--- config.mk ---
export PLATFORM = sky130hd
export DESIGN_NAME = kbi_ctrl
export DESIGN_NICKNAME = d
export VERILOG_FILES = /design/src/kbi_ctrl.v /design/src/kbi_sync.v /design/src/kbi_latch.v
export VERILOG_INCLUDE_DIRS = /design/src /design/src/src
export SDC_FILE = /design/constraint.sdc
export NUM_CORES = 1
export LEC_CHECK = 0
export CELL_PAD_IN_SITES_DETAIL_PLACEMENT = 1
export CELL_PAD_IN_SITES_GLOBAL_PLACEMENT = 1
export CORE_UTILIZATION = 42
export CTS_BUF_LIST = sky130_fd_sc_hd__clkbuf_8
export DETAILED_ROUTE_END_ITERATION = 8
export DONT_BUFFER_PORTS = 1
export PLACE_DENSITY_LB_ADDON = 0.2
export SYNTH_ARGS = -nofsm -noshare
export SYNTH_HDL_FRONTEND = slang
export SYNTH_SLANG_ARGS = --single-unit
--- constraint.sdc ---
create_clock -name clk_i -period 1.5 [get_ports clk_i]
set_input_delay 0.3 -clock clk_i [delete_from_list [all_inputs] [get_ports clk_i]]
set_output_delay 0.3 -clock clk_i [all_outputs]
set_load 0.005 [all_outputs]
--- src/kbi_consts.vh ---
// constants for the keyboard and external interrupt control block
`ifndef KBI_CONSTS_VH
`define KBI_CONSTS_VH

// ---------------------------------------------------------------
// register word offsets (byte addresses, chosen)
// ---------------------------------------------------------------
`define KBI_OFS_SCR 4'h0
`define KBI_OFS_KIE 4'h4
`define KBI_OFS_IST 4'h8
`define KBI_OFS_ICL 4'hC
`define KBI_OFS_IEN 4'h0
// second page selector: address bit 4
`define KBI_PAGE_BIT 4

// ---------------------------------------------------------------
// status and control field positions
// ---------------------------------------------------------------
`define KBI_SCR_EXT_FLAG 7
`define KBI_SCR_EXT_ACK 6
`define KBI_SCR_EXT_MASK 5
`define KBI_SCR_EXT_LVL 4
`define KBI_SCR_KEY_FLAG 3
`define KBI_SCR_KEY_ACK 2
`define KBI_SCR_KEY_MASK 1
`define KBI_SCR_KEY_LVL 0

// ---------------------------------------------------------------
// event status bit positions
// ---------------------------------------------------------------
`define KBI_EV_EXT 0
`define KBI_EV_KEY 1

// ---------------------------------------------------------------
// widths and reset values
// ---------------------------------------------------------------
`define KBI_NKEY 6
`define KBI_RST_SCR 8'h00
`define KBI_RST_KIE 6'h00
`define KBI_RST_EV 2'h0

`endif

--- src/kbi_ctrl.v ---
// keyboard and external interrupt control with a wishbone register port
//
// The register addresses and the Wishbone interface to the registers were chosen for this implementation.
`timescale 1ns/1ps
`default_nettype none
`include "kbi_consts.vh"

// Summary of operation
// - ext pending flag reads 1 while external interrupt pending
// - writing 1 to ext ack clears external latch; reads 0
// - ext mask 1 blocks external request to CPU; read/write, reset 0
// - ext level sense 1: falling edge and low level; 0: edge only
// - key pending flag reads 1 while keyboard interrupt pending
// - writing 1 to key ack clears keyboard request; reads 0
// - key mask 1 stops keyboard requests to CPU
// - key level sense 1: edge and level; 0: falling edge only
// - six enable bits; disabled pins never contribute
// - pullup on only while the pin's enable bit is 1
// - set enable forces pin to input over direction register
// - reset clears all enable bits
// - keyboard latch sets when enabled pins fall after all high
// - level mode clears after both acknowledge and all pins high
// - edge mode clears at once on acknowledge
// - in break without clear enable, ack writes do nothing
module kbi_ctrl (
   // clock and reset
   input wire clk_i,
   input wire rst_i,
   // wishbone slave
   input wire cyc_i,
   input wire stb_i,
   input wire we_i,
   input wire [4:0] adr_i,
   input wire [3:0] sel_i,
   input wire [31:0] dat_i,
   output reg [31:0] dat_o,
   output reg ack_o,
   // pins and port
   input wire ext_int_pin_i,
   input wire [5:0] port_pin_x_i,
   input wire [5:0] ddr_i,
   output reg [5:0] pullup_en_o,
   output reg [5:0] ddr_eff_o,
   output reg [5:0] read_en_o,
   // cpu and system
   input wire ext_vec_fetch_i,
   input wire key_vec_fetch_i,
   input wire break_i,
   input wire break_clear_enable_i,
   output reg ext_irq_o,
   output reg key_irq_o,
   output reg ext_vec_ack_o,
   output reg key_vec_ack_o,
   output reg irq_o
);
   reg ext_mask_reg;
   reg ext_level_sense_reg;
   reg key_mask_reg;
   reg key_level_sense_reg;
   reg [5:0] key_pin_enables_reg;
   reg [1:0] ev_stat_reg;
   reg [1:0] ev_en_reg;
   reg ext_pend_d_reg;
   reg key_pend_d_reg;
   reg [31:0] rdata_next;
   wire ext_pin_s;
   wire [5:0] key_pin_s;
   wire key_low;
   wire ext_pending_flag;
   wire key_pending_flag;
   wire wr_stb;
   wire ack_allowed;
   wire ext_ack;
   wire key_ack;
   wire [1:0] ev_set;

   // ---------------------------------------------------------------
   // address decode helper
   // ---------------------------------------------------------------
   function hit;
      input [4:0] a;
      input p;
      input [3:0] ofs;
      begin
         hit = (a[`KBI_PAGE_BIT] == p) && (a[3:0] == ofs);
      end
   endfunction

   // ---------------------------------------------------------------
   // pin synchronisers
   // ---------------------------------------------------------------
   kbi_sync #(.W(1)) u_sync_ext (
      .clk_i(clk_i),
      .rst_i(rst_i),
      .d_i(ext_int_pin_i),
      .q_o(ext_pin_s)
   );

   kbi_sync #(.W(`KBI_NKEY)) u_sync_key (
      .clk_i(clk_i),
      .rst_i(rst_i),
      .d_i(port_pin_x_i),
      .q_o(key_pin_s)
   );

   // any enabled pin low; disabled pins ignored
   assign key_low = |(~key_pin_s & key_pin_enables_reg);

   // ---------------------------------------------------------------
   // acknowledge sources
   // ---------------------------------------------------------------
   assign wr_stb = cyc_i & stb_i & we_i & ~ack_o & sel_i[0];
   assign ack_allowed = ~break_i | break_clear_enable_i;
   assign ext_ack = ext_vec_fetch_i |
      (wr_stb & hit(adr_i, 1'b0, `KBI_OFS_SCR) & dat_i[`KBI_SCR_EXT_ACK]
       & ack_allowed);
   assign key_ack = key_vec_fetch_i |
      (wr_stb & hit(adr_i, 1'b0, `KBI_OFS_SCR) & dat_i[`KBI_SCR_KEY_ACK]
       & ack_allowed);

   // ---------------------------------------------------------------
   // latches
   // ---------------------------------------------------------------
   kbi_latch u_ext_latch (
      .clk_i(clk_i),
      .rst_i(rst_i),
      .low_i(~ext_pin_s),
      .level_i(ext_level_sense_reg),
      .ack_i(ext_ack),
      .pend_o(ext_pending_flag)
   );

   kbi_latch u_key_latch (
      .clk_i(clk_i),
      .rst_i(rst_i),
      .low_i(key_low),
      .level_i(key_level_sense_reg),
      .ack_i(key_ack),
      .pend_o(key_pending_flag)
   );

   // ---------------------------------------------------------------
   // control registers
   // ---------------------------------------------------------------
   always @(posedge clk_i) begin
      if (rst_i) begin
         ext_mask_reg <= 1'b0;
         ext_level_sense_reg <= 1'b0;
         key_mask_reg <= 1'b0;
         key_level_sense_reg <= 1'b0;
         key_pin_enables_reg <= `KBI_RST_KIE;
         ev_en_reg <= `KBI_RST_EV;
      end else if (wr_stb) begin
         if (hit(adr_i, 1'b0, `KBI_OFS_SCR)) begin
            ext_mask_reg <= dat_i[`KBI_SCR_EXT_MASK];
            ext_level_sense_reg <= dat_i[`KBI_SCR_EXT_LVL];
            key_mask_reg <= dat_i[`KBI_SCR_KEY_MASK];
            key_level_sense_reg <= dat_i[`KBI_SCR_KEY_LVL];
         end
         if (hit(adr_i, 1'b0, `KBI_OFS_KIE)) begin
            key_pin_enables_reg <= dat_i[5:0];
         end
         if (hit(adr_i, 1'b1, `KBI_OFS_IEN)) begin
            ev_en_reg <= dat_i[1:0];
         end
      end
   end

   // ---------------------------------------------------------------
   // sticky event status: set on rising pending, set wins over clear
   // ---------------------------------------------------------------
   assign ev_set = {key_pending_flag & ~key_pend_d_reg,
                    ext_pending_flag & ~ext_pend_d_reg};

   always @(posedge clk_i) begin
      if (rst_i) begin
         ev_stat_reg <= `KBI_RST_EV;
         ext_pend_d_reg <= 1'b0;
         key_pend_d_reg <= 1'b0;
      end else begin
         ext_pend_d_reg <= ext_pending_flag;
         key_pend_d_reg <= key_pending_flag;
         if (wr_stb && hit(adr_i, 1'b0, `KBI_OFS_ICL)) begin
            ev_stat_reg <= (ev_stat_reg & ~dat_i[1:0]) | ev_set;
         end else begin
            ev_stat_reg <= ev_stat_reg | ev_set;
         end
      end
   end

   // ---------------------------------------------------------------
   // read mux
   // ---------------------------------------------------------------
   always @* begin
      rdata_next = 32'h00000000;
      if (hit(adr_i, 1'b0, `KBI_OFS_SCR)) begin
         rdata_next[`KBI_SCR_EXT_FLAG] = ext_pending_flag;
         rdata_next[`KBI_SCR_EXT_MASK] = ext_mask_reg;
         rdata_next[`KBI_SCR_EXT_LVL] = ext_level_sense_reg;
         rdata_next[`KBI_SCR_KEY_FLAG] = key_pending_flag;
         rdata_next[`KBI_SCR_KEY_MASK] = key_mask_reg;
         rdata_next[`KBI_SCR_KEY_LVL] = key_level_sense_reg;
      end else if (hit(adr_i, 1'b0, `KBI_OFS_KIE)) begin
         rdata_next[5:0] = key_pin_enables_reg;
      end else if (hit(adr_i, 1'b0, `KBI_OFS_IST)) begin
         rdata_next[1:0] = ev_stat_reg;
      end else if (hit(adr_i, 1'b1, `KBI_OFS_IEN)) begin
         rdata_next[1:0] = ev_en_reg;
      end
   end

   // ---------------------------------------------------------------
   // bus answer and registered outputs
   // ---------------------------------------------------------------
   always @(posedge clk_i) begin
      if (rst_i) begin
         ack_o <= 1'b0;
         dat_o <= 32'h00000000;
         pullup_en_o <= 6'h00;
         ddr_eff_o <= 6'h00;
         read_en_o <= 6'h00;
         ext_irq_o <= 1'b0;
         key_irq_o <= 1'b0;
         ext_vec_ack_o <= 1'b0;
         key_vec_ack_o <= 1'b0;
         irq_o <= 1'b0;
      end else begin
         ack_o <= cyc_i & stb_i & ~ack_o;
         dat_o <= rdata_next;
         pullup_en_o <= key_pin_enables_reg;
         ddr_eff_o <= ddr_i & ~key_pin_enables_reg;
         read_en_o <= ~ddr_i;
         ext_irq_o <= ext_pending_flag & ~ext_mask_reg;
         key_irq_o <= key_pending_flag & ~key_mask_reg;
         ext_vec_ack_o <= ext_vec_fetch_i;
         key_vec_ack_o <= key_vec_fetch_i;
         irq_o <= |(ev_stat_reg & ev_en_reg);
      end
   end
endmodule
`default_nettype wire

--- src/kbi_sync.v ---
// two flip-flop synchroniser for a bus of pins
`timescale 1ns/1ps
`default_nettype none
module kbi_sync #(
   parameter W = 1
) (
   // clock and reset
   input wire clk_i,
   input wire rst_i,
   // pins
   input wire [W-1:0] d_i,
   output wire [W-1:0] q_o
);
   reg [W-1:0] s1_reg;
   reg [W-1:0] s2_reg;

   // reset to idle-high so a pin at rest sets nothing
   always @(posedge clk_i) begin
      if (rst_i) begin
         s1_reg <= {W{1'b1}};
         s2_reg <= {W{1'b1}};
      end else begin
         s1_reg <= d_i;
         s2_reg <= s1_reg;
      end
   end
   assign q_o = s2_reg;
endmodule
`default_nettype wire

--- src/kbi_latch.v ---
// one interrupt latch with edge or edge-and-level triggering
`timescale 1ns/1ps
`default_nettype none
module kbi_latch (
   // clock and reset
   input wire clk_i,
   input wire rst_i,
   // condition
   input wire low_i,
   input wire level_i,
   input wire ack_i,
   // state
   output wire pend_o
);
   reg low_d_reg;
   reg pend_reg;
   reg acked_reg;
   wire fall;

   assign fall = low_i & ~low_d_reg;

   always @(posedge clk_i) begin
      if (rst_i) begin
         low_d_reg <= 1'b0;
         pend_reg <= 1'b0;
         acked_reg <= 1'b0;
      end else begin
         low_d_reg <= low_i;
         if (fall) begin
            // a new falling edge wins over a clear in the same cycle
            pend_reg <= 1'b1;
            acked_reg <= 1'b0;
         end else if (level_i) begin
            // both ack and return high needed, any order
            if (pend_reg & (ack_i | acked_reg) & ~low_i) begin
               pend_reg <= 1'b0;
               acked_reg <= 1'b0;
            end else if (pend_reg & ack_i) begin
               acked_reg <= 1'b1;
            end
         end else if (ack_i) begin
            pend_reg <= 1'b0;
            acked_reg <= 1'b0;
         end
      end
   end
   assign pend_o = pend_reg;
endmodule
`default_nettype wire

==> results.md, run 1 <==
* Total CTS buffers at 9
* Largest net degree at the start of global routing at 65
* Final instance area at 2826 um^2
* Sequential fraction of the synthesis area at 0.5403
* Core area at 5608 um^2
* CP required at 1.76 ns
* Vias per cell at 4.915
* Hold Path Class: in -> reg
* Max Clk Rate at 693.9 MHz
* Initial core utilization at 0.4427
* Status: finished, final reports clean
* Min cycle time layout at 1.441 ns
* Fin crit share at 0.9607
* Yosys reg bits at 67
* Via count of the first global-routing pass at 1656
* Async S/R FF share, synth at 0
* Clock transition at the registers of the reported paths at 0.08 ns
* # DRC at 0
* Ranking of synthesized cells by area: dfxtp_1 54%, buf_4 7.9%, nor2_1 5.1%
* Maximum vdd drop at 0.5507 mV
* Final nets at 340
* Leakage at 1.142 nW
* Top FF cell, synth: dfxtp_1
* Synthesis-to-layout area growth at 13.86%
* Netlist cell types at 36
* Pins over their slew limit at 0
* Routed wire length at 5246 um
* Worst r2r dst: u_key_latch.acked_reg$_SDFFE_PP0P_
* Port bufs at 0
* Top reg by flops: dat_o
* CP arrival at 1.70 ns
* Synthesis warning total at 0
* Setup TNS at 0 ns
* Chip Width at 78.88 um
* Biggest area consumer among synthesized cells: dfxtp_1
* Routed len/inst at 14.86 um
* IO Count at 119
* WHS Path Cells at 1
* Clk root buf: clkbuf_8
* Placed Area at 2526 um^2
* CTS max path bufs at 2
* Post-Route Utilization at 0.5040
* Router iterations before antenna repair at 4
* Die height at 78.88 um
* Total GRT Usage at 0.1760
* Initial antenna violation count at 0
* Most frequent cell after synthesis: dfxtp_1
* Synthesized area per cell at 9.475 um^2
* Yosys top cell area share at 0.5403
* Hpwl dp at 3588 um
* Post-synth EDFFs at 0
* Worst skew pair latency at 0.35 ns
* Setup CP Type: reg -> reg
* Grt total ovfl at 0
* Gate Count Post-Synth at 262
* Setup crit end kind: flop
* H-tree depth at 3
* Final ANT Viol Nets at 0
* Pwr Total at 0.003590 W
* Max-cap viol count at 0
* R2R Path Start: key_pin_enables_reg[2]$_SDFFE_PP0P_
* # diodes at 0
* DIE AREA at 6222 um^2
* Crit-path max FO at 4
* Reg2reg path depth at 5
* Register area at 1346 um^2
* Fillers at 670
* Pwr Density at 1270 nW/um^2
* R2R setup slack at 0.06 ns
* Hold endpoint: read_en_o[0]$_SDFF_PP0_
* TritonCTS clock tree: yes
* DRT iter0 DRCs at 67
* Share of layout cells above drive strength 1 at 0.2100
* Final setup vio count at 0
* Num rows at 27
* Hold_sp: ddr_i[0]
* Count of final hold-check violations at 0
* Final GP Congestion at 0.7823
* First-pass GRT wire length at 8176 um
* Area of the multi-input gates at 1023 um^2
* Hold slack final at 0.01282 ns
* Setup skew after layout at 0.007854 ns
* Startpoint Class: flop
* Synthesized cell area at 2482 um^2
* Top cells by count, synth: 67 x dfxtp_1, 34 x nor2_1, 26 x buf_4, 17 x a21oi_1, 15 x nand2_1
* Max reg flops at 7
* Routed vias at 1735
* CTS Sinks at 67
==> placed cells by master (no fill, tap or decap), drive strengths merged, types with 11 or more instances in the layout <==
cell type,n
dfxtp,67
nor2,36
conb,25
a21oi,17
nand2,16
or2,14
buf,12
inv,11
==> worst max-delay path, cell delays in order (launching register included) <==
cell and delay, ns:
dfxtp_1 0.36, inv_1 0.11, o22ai_2 0.16, nor3_4 0.07, or3b_4 0.40, a221oi_2 0.26
==> routing by layer <==
layer,wire (um),vias to the layer above,track usage,part of all wire
met2,2560,64,0.2800,0.49
li1,-,847,-,-
met3,310,11,0.04598,0.059
met4,104,0,0.09818,0.020
met5,0,-,0,0
met1,2271,813,0.2160,0.43
==> worst max path at each step <==
stage	start	end	slack, ns	cells past startpoint
finish	key_pin_enables_reg[2]$_SDFFE_PP0P_	u_key_latch.acked_reg$_SDFFE_PP0P_	0.06	5
global route	key_pin_enables_reg[1]$_SDFFE_PP0P_	u_key_latch.acked_reg$_SDFFE_PP0P_	-0.002	5
CTS	ack_o$_SDFF_PP0_	u_ext_latch.pend_o$_SDFFE_PP0P_	-0.03	6
detailed placement	adr_i[3]	key_pin_enables_reg[2]$_SDFFE_PP0P_	-0.08	5
global placement	adr_i[3]	key_pin_enables_reg[4]$_SDFFE_PP0P_	-0.08	5
floorplan	adr_i[3]	key_pin_enables_reg[5]$_SDFFE_PP0P_	0.05	6
==> per-stage QoR <==
step | cells | setup WS [ns]
after floorplan | 286 | 0.04524
after global placement | 336 | -0.07661
after detailed placement | 336 | -0.08297
after CTS | 352 | -0.02613
after global routing | 353 | -0.002194
final | 353 | 0.05889
==> final cells by class <==
| class | count | share of cell area |
|---|---|---|
| flip-flops and latches | 67 | 0.4763 |
| multi-input cells | 174 | 0.3621 |
| clock buffers | 9 | 0.04382 |
| repair buffers | 14 | 0.03896 |
| clock inverters | 6 | 0.03232 |
| well taps | 72 | 0.03187 |
| inverters | 11 | 0.01461 |
==> kinds of logic after synthesis <==
family	synth area share
AND/OR/NAND/NOR	0.2475
flip-flops	0.5403
buffers and inverters	0.1079
AO/OA/AOI/OAI	0.07057
multiplexers	0.03226
other	0.001511
==> what timing repair did <==
action,CTS,global route
hold buffers,1,1
pin swaps,3,6
endpoints found under the hold margin,1,1
endpoints found under the setup margin,2,4
resized for setup,2,12
buffers inserted,0,1
cloned,0,0
==> power by group <==
part | total, W | internal (W) | switching [W]
registers | 0.00184 | 0.00182 | 0.0000189
logic | 0.000111 | 0.0000549 | 0.0000562
clock network | 0.00164 | 0.000928 | 0.000710
total | 0.00359 | 0.00280 | 0.000785
Power figures use the tool's default switching activity.
==> run 2, diff against run 1 <==
--- a/config.mk
+++ b/config.mk
@@ -8,7 +8,7 @@
 export LEC_CHECK = 0
 export CELL_PAD_IN_SITES_DETAIL_PLACEMENT = 1
 export CELL_PAD_IN_SITES_GLOBAL_PLACEMENT = 1
-export CORE_UTILIZATION = 42
+export CORE_UTILIZATION = 50
 export CTS_BUF_LIST = sky130_fd_sc_hd__clkbuf_8
 export DETAILED_ROUTE_END_ITERATION = 8
 export DONT_BUFFER_PORTS = 1
==> constraint.sdc (replaced) <==
create_clock -name clk_i -period 1.85 [get_ports clk_i]
set_input_delay 0.37 -clock clk_i [delete_from_list [all_inputs] [get_ports clk_i]]
set_output_delay 0.37 -clock clk_i [all_outputs]
set_load 0.005 [all_outputs]
==> results.md, run 2 (synthesis results as in run 1) <==
* Cts hold-fix bufs at 0 (-1)
* Post-CTS sizing at 0 (-2)
* DIE AREA at 5250 um^2 (-16%)
* CP cell instances: nand3b_4 > nor4_1 > a41oi_1 > nand2b_1 > a221oi_2
* Post-CTS setup buffer count at 0 (unchanged)
* Pins over their slew limit at 0 (unchanged)
* Top reg by flops: dat_o
* Total CTS buffers at 9 (unchanged)
* DRT iter0 DRCs at 75 (+12%)
* Routed len/inst at 13.99 um (-5.9%)
* Slowest CP cell: nor4_1
* Initial core utilization at 0.5221 (+0.07945)
* Port bufs at 0 (unchanged)
* Final nets at 328 (-3.5%)
* Final GP Congestion at 0.7358 (-5.9%)
* DR WL met3 at 296 um (-4.5%)
* Most frequent cells in the layout: 67 x dfxtp_1, 34 x nor2_1, 25 x conb_1
* Top routing layer in use: met4
* Final setup vio count at 0 (unchanged)
* Setup TNS at 0 ns (unchanged)
* Vias per cell at 5.071 (+3.2%)
* Slowest stage delay, CP at 0.37 ns (-0.03 ns)
* Routed vias at 1709 (-1.5%)
* Num rows at 25 (-7.4%)
* Clock transition at the registers of the reported paths at 0.08 ns (about the same)
* Initial antenna violation count at 0 (unchanged)
* Grt total ovfl at 0 (unchanged)
* TritonCTS clock tree: yes
* Setup crit end kind: flop
* DR WL met2 at 2309 um (-9.8%)
* Fillers at 564 (-16%)
* Max reg flops at 7 (unchanged)
* Max-cap viol count at 0 (unchanged)
* Routed wire length at 4714 um (-10%)
* # DRC at 0 (unchanged)
* Pwr Density at 1049 nW/um^2 (-17%)
* Leakage at 1.066 nW (-6.6%)
* Post-Route Utilization at 0.5563 (+0.05230)
* CP arrival at 1.86 ns (+0.16 ns)
* Router iterations before antenna repair at 5 (+1)
* Register area at 1341 um^2 (-0.37%)
* Synthesis-to-layout area growth at 6.553%
* # diodes at 0 (unchanged)
* CTS max path bufs at 2 (unchanged)
* Hpwl dp at 3375 um (-5.9%)
* Total GRT Usage at 0.1972 (+0.02126)
* Setup skew after layout at 0.01003 ns (+0.002179 ns)
* Die height at 72.46 um (-8.1%)
* Wire length on met1 at 1996 um (-12%)
* Max Clk Rate at 622.9 MHz (-10%)
* Crit-path max FO at 4 (unchanged)
* Area of the multi-input gates at 963.4 um^2 (-5.9%)
* Chip Width at 72.46 um (-8.1%)
* IO Count at 119 (unchanged)
* Maximum vdd drop at 0.6086 mV (+11%)
* Share of layout cells above drive strength 1 at 0.1407 (-0.06922)
* CP required at 2.11 ns (+0.35 ns)
* Fin crit share at 0.8678 (-0.09293)
* H-tree depth at 3 (unchanged)
* Min cycle time layout at 1.605 ns (+0.1643 ns)
* Commonest non-fill, non-tap cell in the layout: dfxtp_1
* First-pass GRT wire length at 7555 um (-7.6%)
* Buf/Inv on CP at 0 (-1)
* Startpoint Class: flop
* Hold Path Class: in -> reg
* Clk root buf: clkbuf_8
* Count of final hold-check violations at 0 (unchanged)
* Core area at 4755 um^2 (-15%)
* Final ANT Viol Nets at 0 (unchanged)
* Largest net degree at the start of global routing at 65 (unchanged)
* CTS Sinks at 67 (unchanged)
* RSZ-0062 raised after global routing: false
* Via count of the first global-routing pass at 1607 (-3.0%)
* Worst skew pair latency at 0.34 ns (about the same)
* Status: finished, final reports clean
* Top cell family by delay on the critical path: simple AND/OR/NAND/NOR gates
* R2R setup slack at 0.24 ns (+0.19 ns)
* Setup CP Type: reg -> reg
[run 2: cell types whose count changed in the layout (fill, tap and decap cells not counted), sizes merged]
cell,before,now
inv,11,13
bufinv,2,1
dlygate4sd3,2,0
clkinv,1,2
clkinvlp,3,2
buf,12,2
[run 2: power breakdown]
group / total, W / switching (W) / internal [W]
registers: 0.00149 / 0.0000141 / 0.00148
clock network: 0.00121 / 0.000580 / 0.000630
logic: 0.0000740 / 0.0000398 / 0.0000342
[run 2: area by class of cell]
cell class / instances / area share
inverter: 11 / 0.01561
clock buffer: 9 / 0.04683
timing repair buffer: 2 / 0.005676
sequential: 67 / 0.5071
clock inverter: 7 / 0.02886
multi-input combinational: 174 / 0.3642
tap: 67 / 0.03169
[run 2: routing by layer]
| metal | up-vias | global-route usage |
|---|---|---|
| met5 | - | 0 |
| met4 | 0 | 0.1176 |
| met3 | 10 | 0.07083 |
| met2 | 59 | 0.3178 |
| met1 | 817 | 0.2244 |
| li1 | 823 | - |
[run 2: final timing paths]
check / startpoint / depth (start not counted) / to
worst max-delay path: ack_o$_SDFF_PP0_ / 5 / u_key_latch.acked_reg$_SDFFE_PP0P_
worst min-delay path: ddr_i[5] / 1 / read_en_o[5]$_SDFF_PP0_
worst max register to register: ack_o$_SDFF_PP0_ / 5 / u_key_latch.acked_reg$_SDFFE_PP0P_
worst min register to register: u_sync_key.s1_reg[5]$_SDFF_PP1_ / 1 / u_sync_key.q_o[5]$_SDFF_PP1_
[run 2: per-stage QoR]
step                      cells  instance area, um^2  hold slack (ns)  power, W  setup slack, ns
after floorplan             286                 2572           0.3895  0.001643           0.3252
after global placement      321                 2445           0.3934  0.001595           0.1995
after detailed placement    321                 2445           0.3948  0.001599           0.1725
after CTS                   337                 2645          0.06050  0.002819           0.2235
after global routing        337                 2645          0.05678  0.002888           0.1143
final                       337                 2645          0.08080  0.002775           0.2446
[run 2: worst register-to-register path: stages, from the launching register on]
cell and delay [ns]:
dfxtp_1 0.33, nand3b_4 0.17, nor4_1 0.37, a41oi_1 0.24, nand2b_1 0.22, a221oi_2 0.19
==> run 3, diff against run 2 <==
--- a/config.mk
+++ b/config.mk
@@ -13,6 +13,7 @@
 export DETAILED_ROUTE_END_ITERATION = 8
 export DONT_BUFFER_PORTS = 1
 export PLACE_DENSITY_LB_ADDON = 0.2
+export REMOVE_ABC_BUFFERS = 1
 export SYNTH_ARGS = -nofsm -noshare
 export SYNTH_HDL_FRONTEND = slang
 export SYNTH_SLANG_ARGS = --single-unit
==> results.md, run 3 (synthesis results as in run 1) <==
* Reg2reg path depth at 5 (unchanged)
* Total CTS buffers at 9 (unchanged)
* Initial antenna violation count at 0 (unchanged)
* Slowest CP cell: nor4_1
* Maximum vdd drop at 0.5813 mV (-4.5%)
* RSZ-0062 raised after global routing: false
* Core area at 4755 um^2 (unchanged)
* R2R setup slack at 0.27 ns (+0.03 ns)
* Chip Width at 72.46 um (unchanged)
* Final nets at 328 (unchanged)
* Clock transition at the registers of the reported paths at 0.08 ns (about the same)
* Setup TNS at 0 ns (unchanged)
* WHS Path Cells at 1 (unchanged)
* Share of layout cells above drive strength 1 at 0.1407 (unchanged)
* CP arrival at 1.81 ns (-0.05 ns)
* Buf/Inv on CP at 0 (unchanged)
* Setup skew after layout at 0.01580 ns (+0.005769 ns)
* Most frequent cells in the layout: 67 x dfxtp_1, 34 x nor2_1, 25 x conb_1
* R2R Path Start: ack_o$_SDFF_PP0_
* Max-cap viol count at 0 (unchanged)
* Initial core utilization at 0.5221 (unchanged)
* Via count of the first global-routing pass at 1549 (-3.6%)
* CTS Sinks at 67 (unchanged)
* Post-CTS setup buffer count at 0 (unchanged)
* Setup CP Type: reg -> reg
* Top reg by flops: dat_o
* First-pass GRT wire length at 7748 um (+2.6%)
* Sw frac at 0.2310 (+0.002603)
* Largest net degree at the start of global routing at 65 (unchanged)
* Post-CTS sizing at 0 (unchanged)
* Commonest non-fill, non-tap cell in the layout: dfxtp_1
* Final GP Congestion at 0.7317 (-0.56%)
* Routed wire length at 5088 um (+7.9%)
* Pins over their slew limit at 0 (unchanged)
* Min cycle time layout at 1.576 ns (-0.02954 ns)
* Placed Area at 2445 um^2 (unchanged)
* Leakage at 1.062 nW (-0.37%)
* Routed len/inst at 15.10 um (+7.9%)
* DIE AREA at 5250 um^2 (unchanged)
* Worst Setup SP: ack_o$_SDFF_PP0_
* Setup crit end kind: flop
* Pwr Density at 1052 nW/um^2 (+0.31%)
* # diodes at 0 (unchanged)
* Clock group share of total power at 0.437 (about the same)
* Top cell family by delay on the critical path: simple AND/OR/NAND/NOR gates
* Max reg flops at 7 (unchanged)
* Hold endpoint: read_en_o[5]$_SDFF_PP0_
* CP required at 2.08 ns (-0.03 ns)
* H-tree depth at 3 (unchanged)
* Total GRT Usage at 0.1973 (about the same)
* CTS max path bufs at 2 (unchanged)
* Port bufs at 0 (unchanged)
* Synthesis-to-layout area growth at 6.502% (about the same)
* Net Sw Power at 0.0006426 W (+1.4%)
* Final setup vio count at 0 (unchanged)
* Router iterations before antenna repair at 4 (-1)
* Internal at 0.002140 W (about the same)
* Routed vias at 1714 (+0.29%)
* Vias per cell at 5.086 (+0.29%)
* Cts hold-fix bufs at 0 (unchanged)
* Fin crit share at 0.8518 (-0.01597)
* Slowest stage delay, CP at 0.34 ns (-0.03 ns)
* Startpoint Class: flop
* Final ANT Viol Nets at 0 (unchanged)
* IO Count at 119 (unchanged)
* TritonCTS clock tree: yes
* CP cell instances: nand3b_4 > nor4_1 > a41oi_1 > nand2b_1 > a221oi_2
* Worst skew pair latency at 0.33 ns (about the same)
* # DRC at 0 (unchanged)
* Comb power frac at 0.027 (about the same)
* Final instance area at 2644 um^2 (about the same)
* Clk root buf: clkbuf_8
* Grt total ovfl at 0 (unchanged)
* Die height at 72.46 um (unchanged)
* Seq pwr share at 0.536 (about the same)
* Status: finished, final reports clean
* Worst r2r dst: u_key_latch.acked_reg$_SDFFE_PP0P_
* Count of final hold-check violations at 0 (unchanged)
* DRT iter0 DRCs at 98 (+31%)
* Crit-path max FO at 4 (unchanged)
* Max Clk Rate at 634.6 MHz (+1.9%)
* Hpwl dp at 3473 um (+2.9%)
* Num rows at 25 (unchanged)
* Hold Path Class: in -> reg
* Hold_sp: ddr_i[5]
[run 3: how the worst max path moves through the flow]
stage,slack (ns),end,depth (start not counted)
after floorplan,0.27,key_pin_enables_reg[0]$_SDFFE_PP0P_,5
after CTS,0.24,u_key_latch.acked_reg$_SDFFE_PP0P_,5
after global placement,0.19,key_pin_enables_reg[2]$_SDFFE_PP0P_,5
after detailed placement,0.16,key_pin_enables_reg[1]$_SDFFE_PP0P_,5
after global routing,0.18,u_key_latch.acked_reg$_SDFFE_PP0P_,5
final,0.27,u_key_latch.acked_reg$_SDFFE_PP0P_,5
[run 3: power by group through the flow]
stage,Sequential (W),Clock [W],Combinational (W)
6_report,0.00149,0.00122,0.0000754
5_1_grt,0.00150,0.00130,0.0000848
4_1_cts,0.00149,0.00123,0.0000749
3_5_place_dp,0.00153,0,0.0000741
3_3_place_gp,0.00152,0,0.0000714
2_1_floorplan,0.00152,0,0.0000636
[run 3: per-stage QoR]
step | util | cells | setup slack [ns] | hold WS [ns] | total power (W)
detailed placement | 0.5142 | 321 | 0.1618 | 0.3953 | 0.001600
finish | 0.5561 | 337 | 0.2741 | 0.09160 | 0.002782
floorplan | - | 252 | 0.2670 | 0.3895 | 0.001585
global route | 0.5561 | 337 | 0.1768 | 0.07273 | 0.002883
CTS | 0.5561 | 337 | 0.2411 | 0.08128 | 0.002797
global placement | 0.5142 | 321 | 0.1883 | 0.3920 | 0.001595
[run 3: layout make-up]
| type | instances | area (um^2) |
|---|---|---|
| clock buffer | 9 | 123.9 |
| fill | 551 | 2111 |
| timing repair buffer | 2 | 15.01 |
| inverter | 11 | 41.29 |
| clock inverter | 7 | 75.07 |
| tap | 67 | 83.83 |
| sequential | 67 | 1341 |
| multi-input combinational | 174 | 963.4 |
[run 3: per-layer routing]
metal / wire (um) / global-route usage
met1: 2231 / 0.2437
met2: 2484 / 0.3188
met4: 49 / 0.09150
met5: 0 / 0
met3: 323 / 0.05556
[run 3: worst reg2reg max path: stages (launching register included)]
cell and delay [ns]:
dfxtp_1 0.33, nand3b_4 0.18, nor4_1 0.34, a41oi_1 0.22, nand2b_1 0.21, a221oi_2 0.21
